$ cat src/prs_pkg.sv
// shared constants, command codes and carriers for the counter and return stack unit
package prs_pkg;

    localparam int PC_W = 21;
    localparam int PTR_W = 5;
    localparam int STK_DEPTH = 31;
    localparam int WORD_W = 16;
    localparam int ADDR_W = 8;

    localparam logic [PC_W-1:0] VEC_RESET = 21'h000000;
    localparam logic [PC_W-1:0] VEC_INT_HI = 21'h000008;
    localparam logic [PC_W-1:0] VEC_INT_LO = 21'h000018;
    localparam logic [PC_W-1:0] PC_STEP = 21'h000002;
    localparam logic [PTR_W-1:0] PTR_EMPTY = 5'h00;
    localparam logic [PTR_W-1:0] PTR_LAST_FREE = 5'h1e;
    localparam logic [PTR_W-1:0] PTR_FULL = 5'h1f;

    // register byte offsets on the bus
    localparam logic [ADDR_W-1:0] OFS_COUNTER_LOW = 8'h00;
    localparam logic [ADDR_W-1:0] OFS_HIGH_LATCH = 8'h04;
    localparam logic [ADDR_W-1:0] OFS_UPPER_LATCH = 8'h08;
    localparam logic [ADDR_W-1:0] OFS_TOP_LOW = 8'h0c;
    localparam logic [ADDR_W-1:0] OFS_TOP_HIGH = 8'h10;
    localparam logic [ADDR_W-1:0] OFS_TOP_UPPER = 8'h14;
    localparam logic [ADDR_W-1:0] OFS_STACK_POINTER = 8'h18;
    localparam logic [ADDR_W-1:0] OFS_CONFIG = 8'h1c;
    localparam logic [ADDR_W-1:0] OFS_COUNTER_VIEW = 8'h20;

    // return_stack_pointer flag fields, then the config enable bit and its reset value
    localparam int FULL_BIT = 7;
    localparam int UNF_BIT = 6;
    localparam int CFG_OVR_BIT = 0;
    localparam logic CFG_OVR_RESET = 1'b1;

    typedef enum logic [3:0] {
        OP_NONE = 4'b0000,
        OP_STEP = 4'b0001,
        OP_JUMP = 4'b0010,
        OP_CALL = 4'b0011,
        OP_RETURN = 4'b0100,
        OP_RETURN_FROM_INTERRUPT = 4'b0101,
        OP_PUSH = 4'b0110,
        OP_POP = 4'b0111,
        OP_INT_HI = 4'b1000,
        OP_INT_LO = 4'b1001,
        OP_WRITE_LOW = 4'b1010,
        OP_READ_LOW = 4'b1011
    } prs_op_e;

    typedef struct packed {
        logic [7:0] status;
        logic [7:0] working_register;
        logic [7:0] bank_select_register;
    } prs_shadow_s;

    typedef struct packed {
        logic valid;
        prs_op_e op;
        logic fast;
        logic [PC_W-1:0] target;
        logic [7:0] low_data;
        prs_shadow_s save;
    } prs_cmd_s;

endpackage : prs_pkg

$ cat src/prs_counter_stack.sv
// program counter, latches, return stack and fast shadow with an apb register port
// Function
// [RQ1] fetches above implemented memory, within the 21-bit space, return zero
// [RQ2] reset starts at 0000h; high interrupt vectors 0008h, low 0018h
// [RQ3] counter is three bytes; only low byte directly accessible, upper via latches; here the read-only counter view also reads all 21 bits
// [RQ4] writing low byte loads high and upper latches into the counter
// [RQ5] reading low byte copies counter upper bytes into the latches
// [RQ6] counter bit 0 is always zero; sequential step adds two
// [RQ7] jumps, branches, relative calls load counter directly, latches unused
// [RQ8] calls and interrupts push, returns pop; latches stay untouched
// [RQ9] return stack is 31 entries of 21 bits behind a 5-bit pointer
// [RQ10] push increments pointer then writes; pop reads entry then decrements
// [RQ11] every reset clears the pointer; pointer zero has no entry
// [RQ12] top entry readable and writable as upper, high and low bytes
// [RQ13] software masks interrupts while touching the top entry registers
// [RQ14] full flag sets after 31 pushes; cleared by software or power-on
// [RQ15] overflow reset on: 31st push stores pc plus two, flags, resets
// [RQ16] overflow reset off: pointer goes to 31 and holds, entry kept
// [RQ17] pop at zero loads zero, sets underflow, pointer stays zero
// [RQ18] overflow reset on makes full or underflow also reset the device
// [RQ19] pointer register: full bit7, underflow bit6, bit5 zero, pointer 4-0
// [RQ20] software push stores counter; software pop only decrements pointer
// [RQ21] interrupts load the one-level shadow; fast interrupt return restores
// [RQ22] fast call saves shadow; fast return restores it
// [RQ23] pointer write updates top view at once; writing ones to flags ignored
//
// Decided for this implementation: register access over APB and the placing of the registers.
`timescale 1ns/1ps
module prs_counter_stack #(
    parameter logic [prs_pkg::PC_W-1:0] MEM_BYTES = 21'h004000
) (
    input wire logic pclk,
    input wire logic presetn,
    input wire logic psel,
    input wire logic penable,
    input wire logic pwrite,
    input wire logic [prs_pkg::ADDR_W-1:0] paddr,
    input wire logic [31:0] pwdata,
    output logic [31:0] prdata,
    output logic pready,
    output logic pslverr,
    input wire prs_pkg::prs_cmd_s cmd,
    input wire logic [prs_pkg::WORD_W-1:0] flash_rdata,
    output logic [prs_pkg::PC_W-1:0] pc,
    output logic [prs_pkg::WORD_W-1:0] fetch_word,
    output logic [7:0] read_low_data,
    output logic restore_valid,
    output prs_pkg::prs_shadow_s restore,
    output logic device_reset,
    output logic [7:0] return_stack_pointer
);

    typedef struct packed {
        logic [prs_pkg::PC_W-1:0] pc;
        logic [7:0] counter_high_latch;
        logic [4:0] counter_upper_latch;
        logic [prs_pkg::PTR_W-1:0] ptr;
        logic stack_full_flag;
        logic stack_underflow_flag;
        logic overflow_reset_enable;
        logic [prs_pkg::STK_DEPTH-1:0][prs_pkg::PC_W-1:0] stk;
        prs_pkg::prs_shadow_s shadow;
        prs_pkg::prs_shadow_s restore;
        logic restore_valid;
        logic device_reset;
        logic [prs_pkg::WORD_W-1:0] fetch_word;
        logic [7:0] read_low_data;
        logic [31:0] prdata;
        logic pready;
        logic pslverr;
    } prs_state_s;

    prs_state_s s;
    prs_state_s next_s;
    logic push;
    logic pop;
    logic pop_load;
    logic [prs_pkg::PC_W-1:0] push_val;
    logic [prs_pkg::PC_W-1:0] top_entry;
    logic apb_go;
    logic apb_wr_low;
    logic apb_wr_ptr;

    // entry behind pointer zero does not exist, so the view reads zero there
    assign top_entry = (s.ptr == prs_pkg::PTR_EMPTY) ? '0 : s.stk[s.ptr - 5'h01]; // [RQ11] [RQ12]
    assign apb_go = psel && penable && !s.pready;
    assign apb_wr_low = apb_go && pwrite && (paddr == prs_pkg::OFS_COUNTER_LOW);
    assign apb_wr_ptr = apb_go && pwrite && (paddr == prs_pkg::OFS_STACK_POINTER);

    always_comb begin
        next_s = s;
        next_s.pready = 1'b0;
        next_s.pslverr = 1'b0;
        next_s.restore_valid = 1'b0;
        next_s.device_reset = 1'b0;
        push = 1'b0;
        pop = 1'b0;
        pop_load = 1'b0;
        push_val = s.pc;
        // out-of-range fetch returns an all-zero word, a no-operation
        next_s.fetch_word = (s.pc < MEM_BYTES) ? flash_rdata : '0; // [RQ1]

        // bus side: one wait state so that all bus outputs come from flops
        if (apb_go) begin
            next_s.pready = 1'b1;
            next_s.prdata = '0;
            case (paddr)
                prs_pkg::OFS_COUNTER_LOW: begin
                    if (pwrite) begin
                        next_s.pc = {s.counter_upper_latch, s.counter_high_latch,
                                     pwdata[7:0]}; // [RQ3] [RQ4]
                    end else begin
                        next_s.prdata = {24'h000000, s.pc[7:0]};
                        next_s.counter_high_latch = s.pc[15:8]; // [RQ5]
                        next_s.counter_upper_latch = s.pc[20:16]; // [RQ5]
                    end
                end
                prs_pkg::OFS_HIGH_LATCH: begin
                    if (pwrite) begin
                        next_s.counter_high_latch = pwdata[7:0];
                    end
                    next_s.prdata = {24'h000000, s.counter_high_latch};
                end
                prs_pkg::OFS_UPPER_LATCH: begin
                    if (pwrite) begin
                        next_s.counter_upper_latch = pwdata[4:0];
                    end
                    next_s.prdata = {27'h0000000, s.counter_upper_latch};
                end
                prs_pkg::OFS_TOP_LOW: begin
                    if (pwrite && s.ptr != prs_pkg::PTR_EMPTY) begin
                        next_s.stk[s.ptr - 5'h01][7:0] = pwdata[7:0]; // [RQ12]
                    end
                    next_s.prdata = {24'h000000, top_entry[7:0]};
                end
                prs_pkg::OFS_TOP_HIGH: begin
                    if (pwrite && s.ptr != prs_pkg::PTR_EMPTY) begin
                        next_s.stk[s.ptr - 5'h01][15:8] = pwdata[7:0]; // [RQ12]
                    end
                    next_s.prdata = {24'h000000, top_entry[15:8]};
                end
                prs_pkg::OFS_TOP_UPPER: begin
                    if (pwrite && s.ptr != prs_pkg::PTR_EMPTY) begin
                        next_s.stk[s.ptr - 5'h01][20:16] = pwdata[4:0]; // [RQ12]
                    end
                    next_s.prdata = {27'h0000000, top_entry[20:16]};
                end
                prs_pkg::OFS_STACK_POINTER: begin
                    if (pwrite) begin
                        next_s.ptr = pwdata[prs_pkg::PTR_W-1:0]; // [RQ23]
                        // flags only clear; a one written leaves them alone
                        next_s.stack_full_flag = s.stack_full_flag
                                                 & pwdata[prs_pkg::FULL_BIT]; // [RQ19] [RQ23]
                        next_s.stack_underflow_flag = s.stack_underflow_flag
                                                      & pwdata[prs_pkg::UNF_BIT]; // [RQ19] [RQ23]
                    end
                    next_s.prdata = {24'h000000, s.stack_full_flag, s.stack_underflow_flag,
                                     1'b0, s.ptr}; // [RQ19]
                end
                prs_pkg::OFS_CONFIG: begin
                    if (pwrite) begin
                        next_s.overflow_reset_enable = pwdata[prs_pkg::CFG_OVR_BIT];
                    end
                    next_s.prdata = {31'h00000000, s.overflow_reset_enable};
                end
                prs_pkg::OFS_COUNTER_VIEW: begin
                    next_s.prdata = {11'h000, s.pc};
                end
                default: begin
                    next_s.pslverr = 1'b1;
                end
            endcase
        end

        // core side runs after the bus so an event in the clear cycle still sets its flag
        if (cmd.valid) begin
            case (cmd.op)
                prs_pkg::OP_STEP: begin
                    next_s.pc = s.pc + prs_pkg::PC_STEP; // [RQ6]
                end
                prs_pkg::OP_JUMP: begin
                    next_s.pc = cmd.target; // [RQ7]
                end
                prs_pkg::OP_CALL: begin
                    push = 1'b1; // [RQ8]
                    next_s.pc = cmd.target; // [RQ7]
                    if (cmd.fast) begin
                        next_s.shadow = cmd.save; // [RQ22]
                    end
                end
                prs_pkg::OP_RETURN, prs_pkg::OP_RETURN_FROM_INTERRUPT: begin
                    pop = 1'b1; // [RQ8]
                    pop_load = 1'b1;
                    if (cmd.fast) begin
                        next_s.restore = s.shadow; // [RQ21] [RQ22]
                        next_s.restore_valid = 1'b1;
                    end
                end
                prs_pkg::OP_PUSH: begin
                    push = 1'b1; // [RQ20]
                end
                prs_pkg::OP_POP: begin
                    pop = 1'b1; // [RQ20]
                end
                prs_pkg::OP_INT_HI, prs_pkg::OP_INT_LO: begin
                    push = 1'b1; // [RQ8]
                    next_s.pc = (cmd.op == prs_pkg::OP_INT_HI) ? prs_pkg::VEC_INT_HI
                                                               : prs_pkg::VEC_INT_LO; // [RQ2]
                    next_s.shadow = cmd.save; // [RQ21]
                end
                prs_pkg::OP_WRITE_LOW: begin
                    next_s.pc = {s.counter_upper_latch, s.counter_high_latch,
                                 cmd.low_data}; // [RQ4]
                end
                prs_pkg::OP_READ_LOW: begin
                    next_s.read_low_data = s.pc[7:0];
                    next_s.counter_high_latch = s.pc[15:8]; // [RQ5]
                    next_s.counter_upper_latch = s.pc[20:16]; // [RQ5]
                end
                default: begin
                    next_s.pc = next_s.pc;
                end
            endcase
        end

        if (push) begin
            if (s.ptr == prs_pkg::PTR_FULL) begin
                next_s.stack_full_flag = 1'b1; // [RQ16]
            end else if (s.ptr == prs_pkg::PTR_LAST_FREE) begin
                next_s.stack_full_flag = 1'b1; // [RQ14]
                if (s.overflow_reset_enable) begin
                    next_s.stk[s.ptr] = push_val + prs_pkg::PC_STEP; // [RQ15]
                    next_s.ptr = prs_pkg::PTR_EMPTY; // [RQ15] [RQ18]
                    next_s.pc = prs_pkg::VEC_RESET; // [RQ2]
                    next_s.device_reset = 1'b1; // [RQ18]
                end else begin
                    next_s.stk[s.ptr] = push_val; // [RQ16]
                    next_s.ptr = prs_pkg::PTR_FULL; // [RQ16]
                end
            end else begin
                // new index ptr+1 maps to storage slot ptr
                next_s.stk[s.ptr] = push_val; // [RQ9] [RQ10]
                next_s.ptr = s.ptr + 5'h01; // [RQ10]
            end
        end

        if (pop) begin
            if (s.ptr == prs_pkg::PTR_EMPTY) begin
                next_s.stack_underflow_flag = 1'b1; // [RQ17]
                if (pop_load) begin
                    next_s.pc = prs_pkg::VEC_RESET; // [RQ17]
                end
                if (s.overflow_reset_enable) begin
                    next_s.pc = prs_pkg::VEC_RESET;
                    next_s.device_reset = 1'b1; // [RQ18]
                end
            end else begin
                if (pop_load) begin
                    next_s.pc = s.stk[s.ptr - 5'h01]; // [RQ10]
                end
                next_s.ptr = s.ptr - 5'h01; // [RQ10] [RQ20]
            end
        end

        next_s.pc[0] = 1'b0; // [RQ6]
    end

    always_ff @(posedge pclk or negedge presetn) begin
        if (!presetn) begin
            s <= '0; // [RQ11]
            s.overflow_reset_enable <= prs_pkg::CFG_OVR_RESET;
        end else begin
            s <= next_s;
        end
    end

    assign prdata = s.prdata;
    assign pready = s.pready;
    assign pslverr = s.pslverr;
    assign pc = s.pc;
    assign fetch_word = s.fetch_word;
    assign read_low_data = s.read_low_data;
    assign restore_valid = s.restore_valid;
    assign restore = s.restore;
    assign device_reset = s.device_reset;
    assign return_stack_pointer = {s.stack_full_flag, s.stack_underflow_flag, 1'b0, s.ptr};

    logic core_call;
    logic core_step;
    logic core_pop0;
    assign core_call = cmd.valid && (cmd.op == prs_pkg::OP_INT_HI);
    assign core_step = cmd.valid && (cmd.op == prs_pkg::OP_STEP);
    assign core_pop0 = cmd.valid && (cmd.op == prs_pkg::OP_RETURN)
                       && (s.ptr == prs_pkg::PTR_EMPTY);
endmodule : prs_counter_stack

$ cat config.mk
export PLATFORM = sky130hd
export DESIGN_NAME = prs_counter_stack
export DESIGN_NICKNAME = d
export VERILOG_FILES = /design/src/prs_pkg.sv /design/src/prs_counter_stack.sv
export SDC_FILE = /design/constraint.sdc
export NUM_CORES = 2
export LEC_CHECK = 0
export BUFFER_PORTS_ARGS = -buffer_cell sky130_fd_sc_hd__buf_2
export CAP_MARGIN = 10
export CELL_PAD_IN_SITES_DETAIL_PLACEMENT = 1
export CELL_PAD_IN_SITES_GLOBAL_PLACEMENT = 1
export CORE_MARGIN = 2
export CORE_UTILIZATION = 30
export CTS_CLUSTER_DIAMETER = 80
export DETAILED_ROUTE_END_ITERATION = 10
export PLACE_DENSITY_LB_ADDON = 0.1
export SYNTH_ARGS = -nofsm -noshare
export SYNTH_HDL_FRONTEND = slang
export SYNTH_SLANG_ARGS = --single-unit
$ cat constraint.sdc
create_clock -name pclk -period 5.46 [get_ports pclk]
set_input_delay 0.273 -clock pclk [delete_from_list [all_inputs] [get_ports pclk]]
set_output_delay 0.273 -clock pclk [all_outputs]
set_load 0.01 [all_outputs]
**Word-level counts from Yosys, hierarchy flattened**

Cells that the tools add are included.

- Flip-flop bits (word level): 788
- Input port bits: 120
- Word-level logic and storage cells: 185

- Add/subtract/negate cells: 3
- $lt $le $gt $ge: 5
- Equality and inequality tests: 22
- Muxes and demuxes: 82
- Bitwise gates (word level): 2
- Reduce and logical (&&, ||, !) cells: 20

Operators with widths:

| cell | count |
|---|---|
| 651-bit two-way mux | 7 |
| 651-bit bitwise mux | 5 |
| 651-bit one-hot mux with 3 select lines | 1 |
| 693-bit two-way mux | 1 |
| 21-bit demux with 5-bit select | 4 |
| 21-bit two-way mux | 15 |
| 21-bit one-hot mux with 9 select lines | 1 |
| 21-bit binary-select mux with 5-bit select | 1 |
| 21-bit one-hot mux with 4 select lines | 1 |
| 24-bit one-hot mux with 2 select lines | 1 |
| 5-bit two-way mux | 7 |
| 34-bit two-way mux | 1 |
| 8-bit by 5-bit equality test with 1-bit output (second input constant) | 4 |
| 16-bit two-way mux | 2 |
| 13-bit two-way mux | 2 |
| 24-bit two-way mux | 1 |
| 8-bit two-way mux | 3 |
| 1-bit two-way mux | 23 |
| 21-bit by 2-bit adder with 21-bit output (second input constant) | 1 |
| 21-bit by 15-bit less-than comparator with 1-bit output (second input constant) | 1 |
| 4-bit by 3-bit equality test with 1-bit output (second input constant) | 4 |
| 4-bit equality test (second input constant) | 4 |
| 8-bit by 4-bit equality test with 1-bit output (second input constant) | 2 |
| 8-bit one-hot mux with 2 select lines | 1 |
| 27 further kinds | 41 |

**Logic depth before layout (Yosys ltp)**

- Depth after elaboration: 19
- Gate-level depth with buffers: 13
- Mapped depth without buffers: 9

**Least setup slack after synthesis**

Ideal clock, no wire load.

- Kind: register -> register
- Start: register s (netlist bit return_stack_pointer[0])
- End: register s[753] (netlist name)
- Setup time: 0.141 ns
- Arrival time: 2.788 ns
- Setup slack: 2.531 ns
- Cell stages (with the launch flop): 14
- Period minus slack after synthesis: 2.929 ns
- Cells stage by stage: dfrtp_1 inv_1 clkbuf_1 ha_1 buf_2 nor2b_1 a21oi_1 o32a_1 buf_2 or3_1 buf_2 mux2_1 nor2_1 a31oi_1

RTL lines:

| item | line | source |
|---|---|---|
| start: declaration | prs_counter_stack.sv:73 | `prs_state_s s;` |
| start signal: assignment | prs_counter_stack.sv:273 | `s <= next_s;` |

==> summary.md <==
| Metric | Value |
|---|---|
| Number of global-route vias before repair | `36,680` |
| Port Buffers | `192` |
| Pin count of the biggest net entering global routing | `146` |
| Main combinational cell family by area after synthesis | `multiplexers` |
| Xor-xnor portion of the synthesized cell area | `1.240%` |
| Routability-driven placement congestion ratio | `0.8699` |
| Post-route DRC | `0` |
| Tmin final | `4411 ps` |
| Clock sink count | `788` |
| Root Driver | `clkbuf_16` |
| Io pins | `233` |
| Die Ht | `390.0 um` |
| Final Setup Violations | `0` |
| Seq/Total Area, Yosys | `44.11%` |
| EDFF count, synth | `0` |
| Max VDD drop | `0.3399 mV` |
| Worst-Margin Slew | `1107 ps` |
| Gr busiest metal | `met2` |
| Slew headroom | `26.23%` |
| Clock latency on the worst-skew pair | `730 ps` |
| Synth Flop Type | `dfrtp_1` |
| Adder-Cell Fraction of Synth Area | `0.2239%` |
| Synth Area in Compound Gates | `11.27%` |
| Skew final | `35.72 ps` |
| Final Power | `27.46 mW` |
| Syn Area/Cell | `10.11 sq um` |
| Initial antenna violation count | `8` |
| Seq cells post-synth | `788` |
| Drt wl/cell | `30.14 um` |
| Met3 GRT Util | `4.036%` |
| Post-DP HPWL | `129,400 um` |
| Mux contribution to synthesized area | `24.73%` |
| PD cells | `533.5 nW/um^2` |
| Die area | `152,100 sq um` |
| H-tree levels | `3` |
| Mapped Cells | `4,420` |
| Clk buf depth | `3` |
| Fillers | `16,480` |
| Nature of the critical path endpoint | `register` |
| Crit path max fanout | `30` |
| Synth Warn # | `0` |
| TNS Setup | `0 ps` |
| Via/cell ratio | `5.466` |
| M1 GR Usage | `35.77%` |
| Worst min-delay path class | `input port to register` |
| Die W | `390.0 um` |
| RSZ-0062 raised after global routing | `no` |
| Final core utilization | `34.81%` |
| First-pass GRT wire length | `280,200 um` |
| DRT Pass-1 Iters | `9` |
| Nets | `4,568` |
| Initial Util | `30.24%` |
| Startpoint types | `register` |
| Antenna-violating nets left | `0` |
| FMAX | `0.2267 GHz` |
| Crit Path Category | `register to register` |
| Fraction of layout cells with a size suffix above 1 | `19.70%` |
| Result of the run | `completed` |
| Fin crit share | `80.79%` |
| Total congestion overflow | `0` |
| Synth Cell Area | `44,710 sq um` |
| Vias | `35,260` |
| Row count | `141` |
| Max cap viols | `0` |
| TritonCTS Buffers | `102` |
| CTS resizes | `0` |
| FFs w/ async S/R, synth | `100.0%` |
| CP arrival | `5000 ps` |
| Simple-gate share of the synthesized area | `12.70%` |
| Max-slew violations | `0` |
| GRT Util Overall | `25.35%` |
| CP Data Required Time | `6050 ps` |
| Synth unique cells | `82` |
| Core ar. | `147,800 sq um` |
| Total routed wirelength | `194,500 um` |
| GR Layer Usage met2 | `40.39%` |
| Initial DRC count | `2,620` |
| Endpoints failing hold | `0` |
| Clk slew on worst S/H paths | `60 ps` |
| CTS tree | `yes` |
| Area growth, synth to finish | `15.12%` |
| Leak | `23.39 nW` |
[sequential cells by signal (all words and copies together), names as in the netlist]
register              cells
s                       689
pc                       20
restore                  24
prdata                   21
fetch_word               16
device_reset              1
restore_valid             1
return_stack_pointer      7
pready                    1
pslverr                   1
read_low_data             7
[repair_timing]
action	in CTS	in global routing
endpoints found under the setup margin	0	0
hold endpoints to repair	141	0
hold buffers	60	0
setup buffers	0	0
[synth_stat cells, types with 37 or more instances]
| master | number | area share, % |
|---|---|---|
| nand2_1 | 710 | 6.0 |
| o22ai_1 | 37 | 0.52 |
| a21oi_1 | 110 | 1.2 |
| clkbuf_1 | 300 | 2.5 |
| o21ai_1 | 139 | 1.6 |
| o21ai_0 | 432 | 4.8 |
| mux2_2 | 86 | 2.2 |
| mux2i_1 | 658 | 15 |
| buf_4 | 121 | 2.0 |
| buf_2 | 83 | 0.93 |
| mux4_2 | 148 | 7.5 |
| nor2_1 | 207 | 1.7 |
| and3_1 | 37 | 0.52 |
| nand3_1 | 66 | 0.74 |
| dfrtp_1 | 787 | 44 |
[placed cells by master, fill, tap and decap left out, types with 15 or more instances in the layout]
master and n:
mux4_2 148, a32o_1 16, xnor2_1 23, and2_1 22, nor2_2 19, a22o_1 16, dfrtp_1 785, mux2_1 15
o21ai_1 136, a222oi_1 21, nor2_1 185, clkbuf_8 20, o22ai_1 37, a22oi_1 28, a21oi_1 109, clkinv_2 22
dlygate4sd3_1 60, buf_4 167, nand2_1 709, or3_1 29, nor4_1 18, nor3_1 28, mux2_2 86, and3_1 37
xor2_1 23, o21ai_0 432, clkbuf_16 106, buf_2 184, mux2i_1 658, clkbuf_1 18, nor2_4 30, nand3_1 65
[metal layers]
metal	up-vias	share of wire [%]	wire length, um
li1	15640	-	-
met1	18510	46	89050
met2	892	46	90010
met3	218	5.3	10290
met4	2	2.6	5089
met5	-	0.0072	14
[cells by family after synthesis]
family                     after synthesis
AOI/OAI and AO/OA                      881
xor gates and xnor gates                59
adders and majority gates                8
buffers and inverters                  532
DFF                                    788
muxes                                  907
other                                    1
and+or+nand+nor                       1244
[through the flow]
stage	cells	setup WS, ps	instance area [sq um]	hold slack, ps
after floorplan	4433	2531	44760	-22.59
after global placement	6206	1160	47440	391.4
after detailed placement	6206	1163	47440	381.9
after CTS	6448	1126	51460	4.003
after global routing	6448	751.5	51460	27.01
final	6451	1049	51470	52.72
[power breakdown]
part,internal (mW),switching [mW],total (mW)
combinational,4.05,7.37,11.4
clock,4.17,2.86,7.04
sequential,7.61,1.40,9.01
total,15.8,11.6,27.5
[worst max-delay path, cell delays in order, from the launching register on]
cell     delay (ps)
dfrtp_2         980
nor3_2          220
nand2_1         470
nand3_2         750
nor2_1          790
nand2_1         630
mux2i_1         290
o21ai_0         100
[worst paths after layout]
path | startpoint | end | slack [ps] | cells past startpoint
setup / recovery | return_stack_pointer[2]$_DFF_PN0_ | s[410]$_DFF_PN0_ | 1050 | 7
hold / removal | pwdata[6] | s[702]$_DFF_PN0_ | 50 | 3
setup reg to reg | return_stack_pointer[2]$_DFF_PN0_ | s[410]$_DFF_PN0_ | 1050 | 7
hold reg to reg | restore[18]$_DFFE_PN0P_ | restore[18]$_DFFE_PN0P_ | 500 | 1
max in group asynchronous | presetn | s[417]$_DFF_PN0_ | 3860 | 3
min in group asynchronous | presetn | s[488]$_DFF_PN0_ | 190 | 2
[area by class of cell]
| type | instances | area (sq um) | area share [%] |
|---|---|---|---|
| antenna | 3 | 7.507 | 0.01459 |
| clock buffer | 144 | 2995 | 5.820 |
| clock inverter | 38 | 425.4 | 0.8265 |
| inverter | 10 | 37.54 | 0.07293 |
| multi-input combinational | 3113 | 22810 | 44.32 |
| sequential | 788 | 19730 | 38.33 |
| tap | 1930 | 2415 | 4.692 |
| timing repair buffer | 425 | 3050 | 5.927 |
Power figures use the tool's default switching activity.
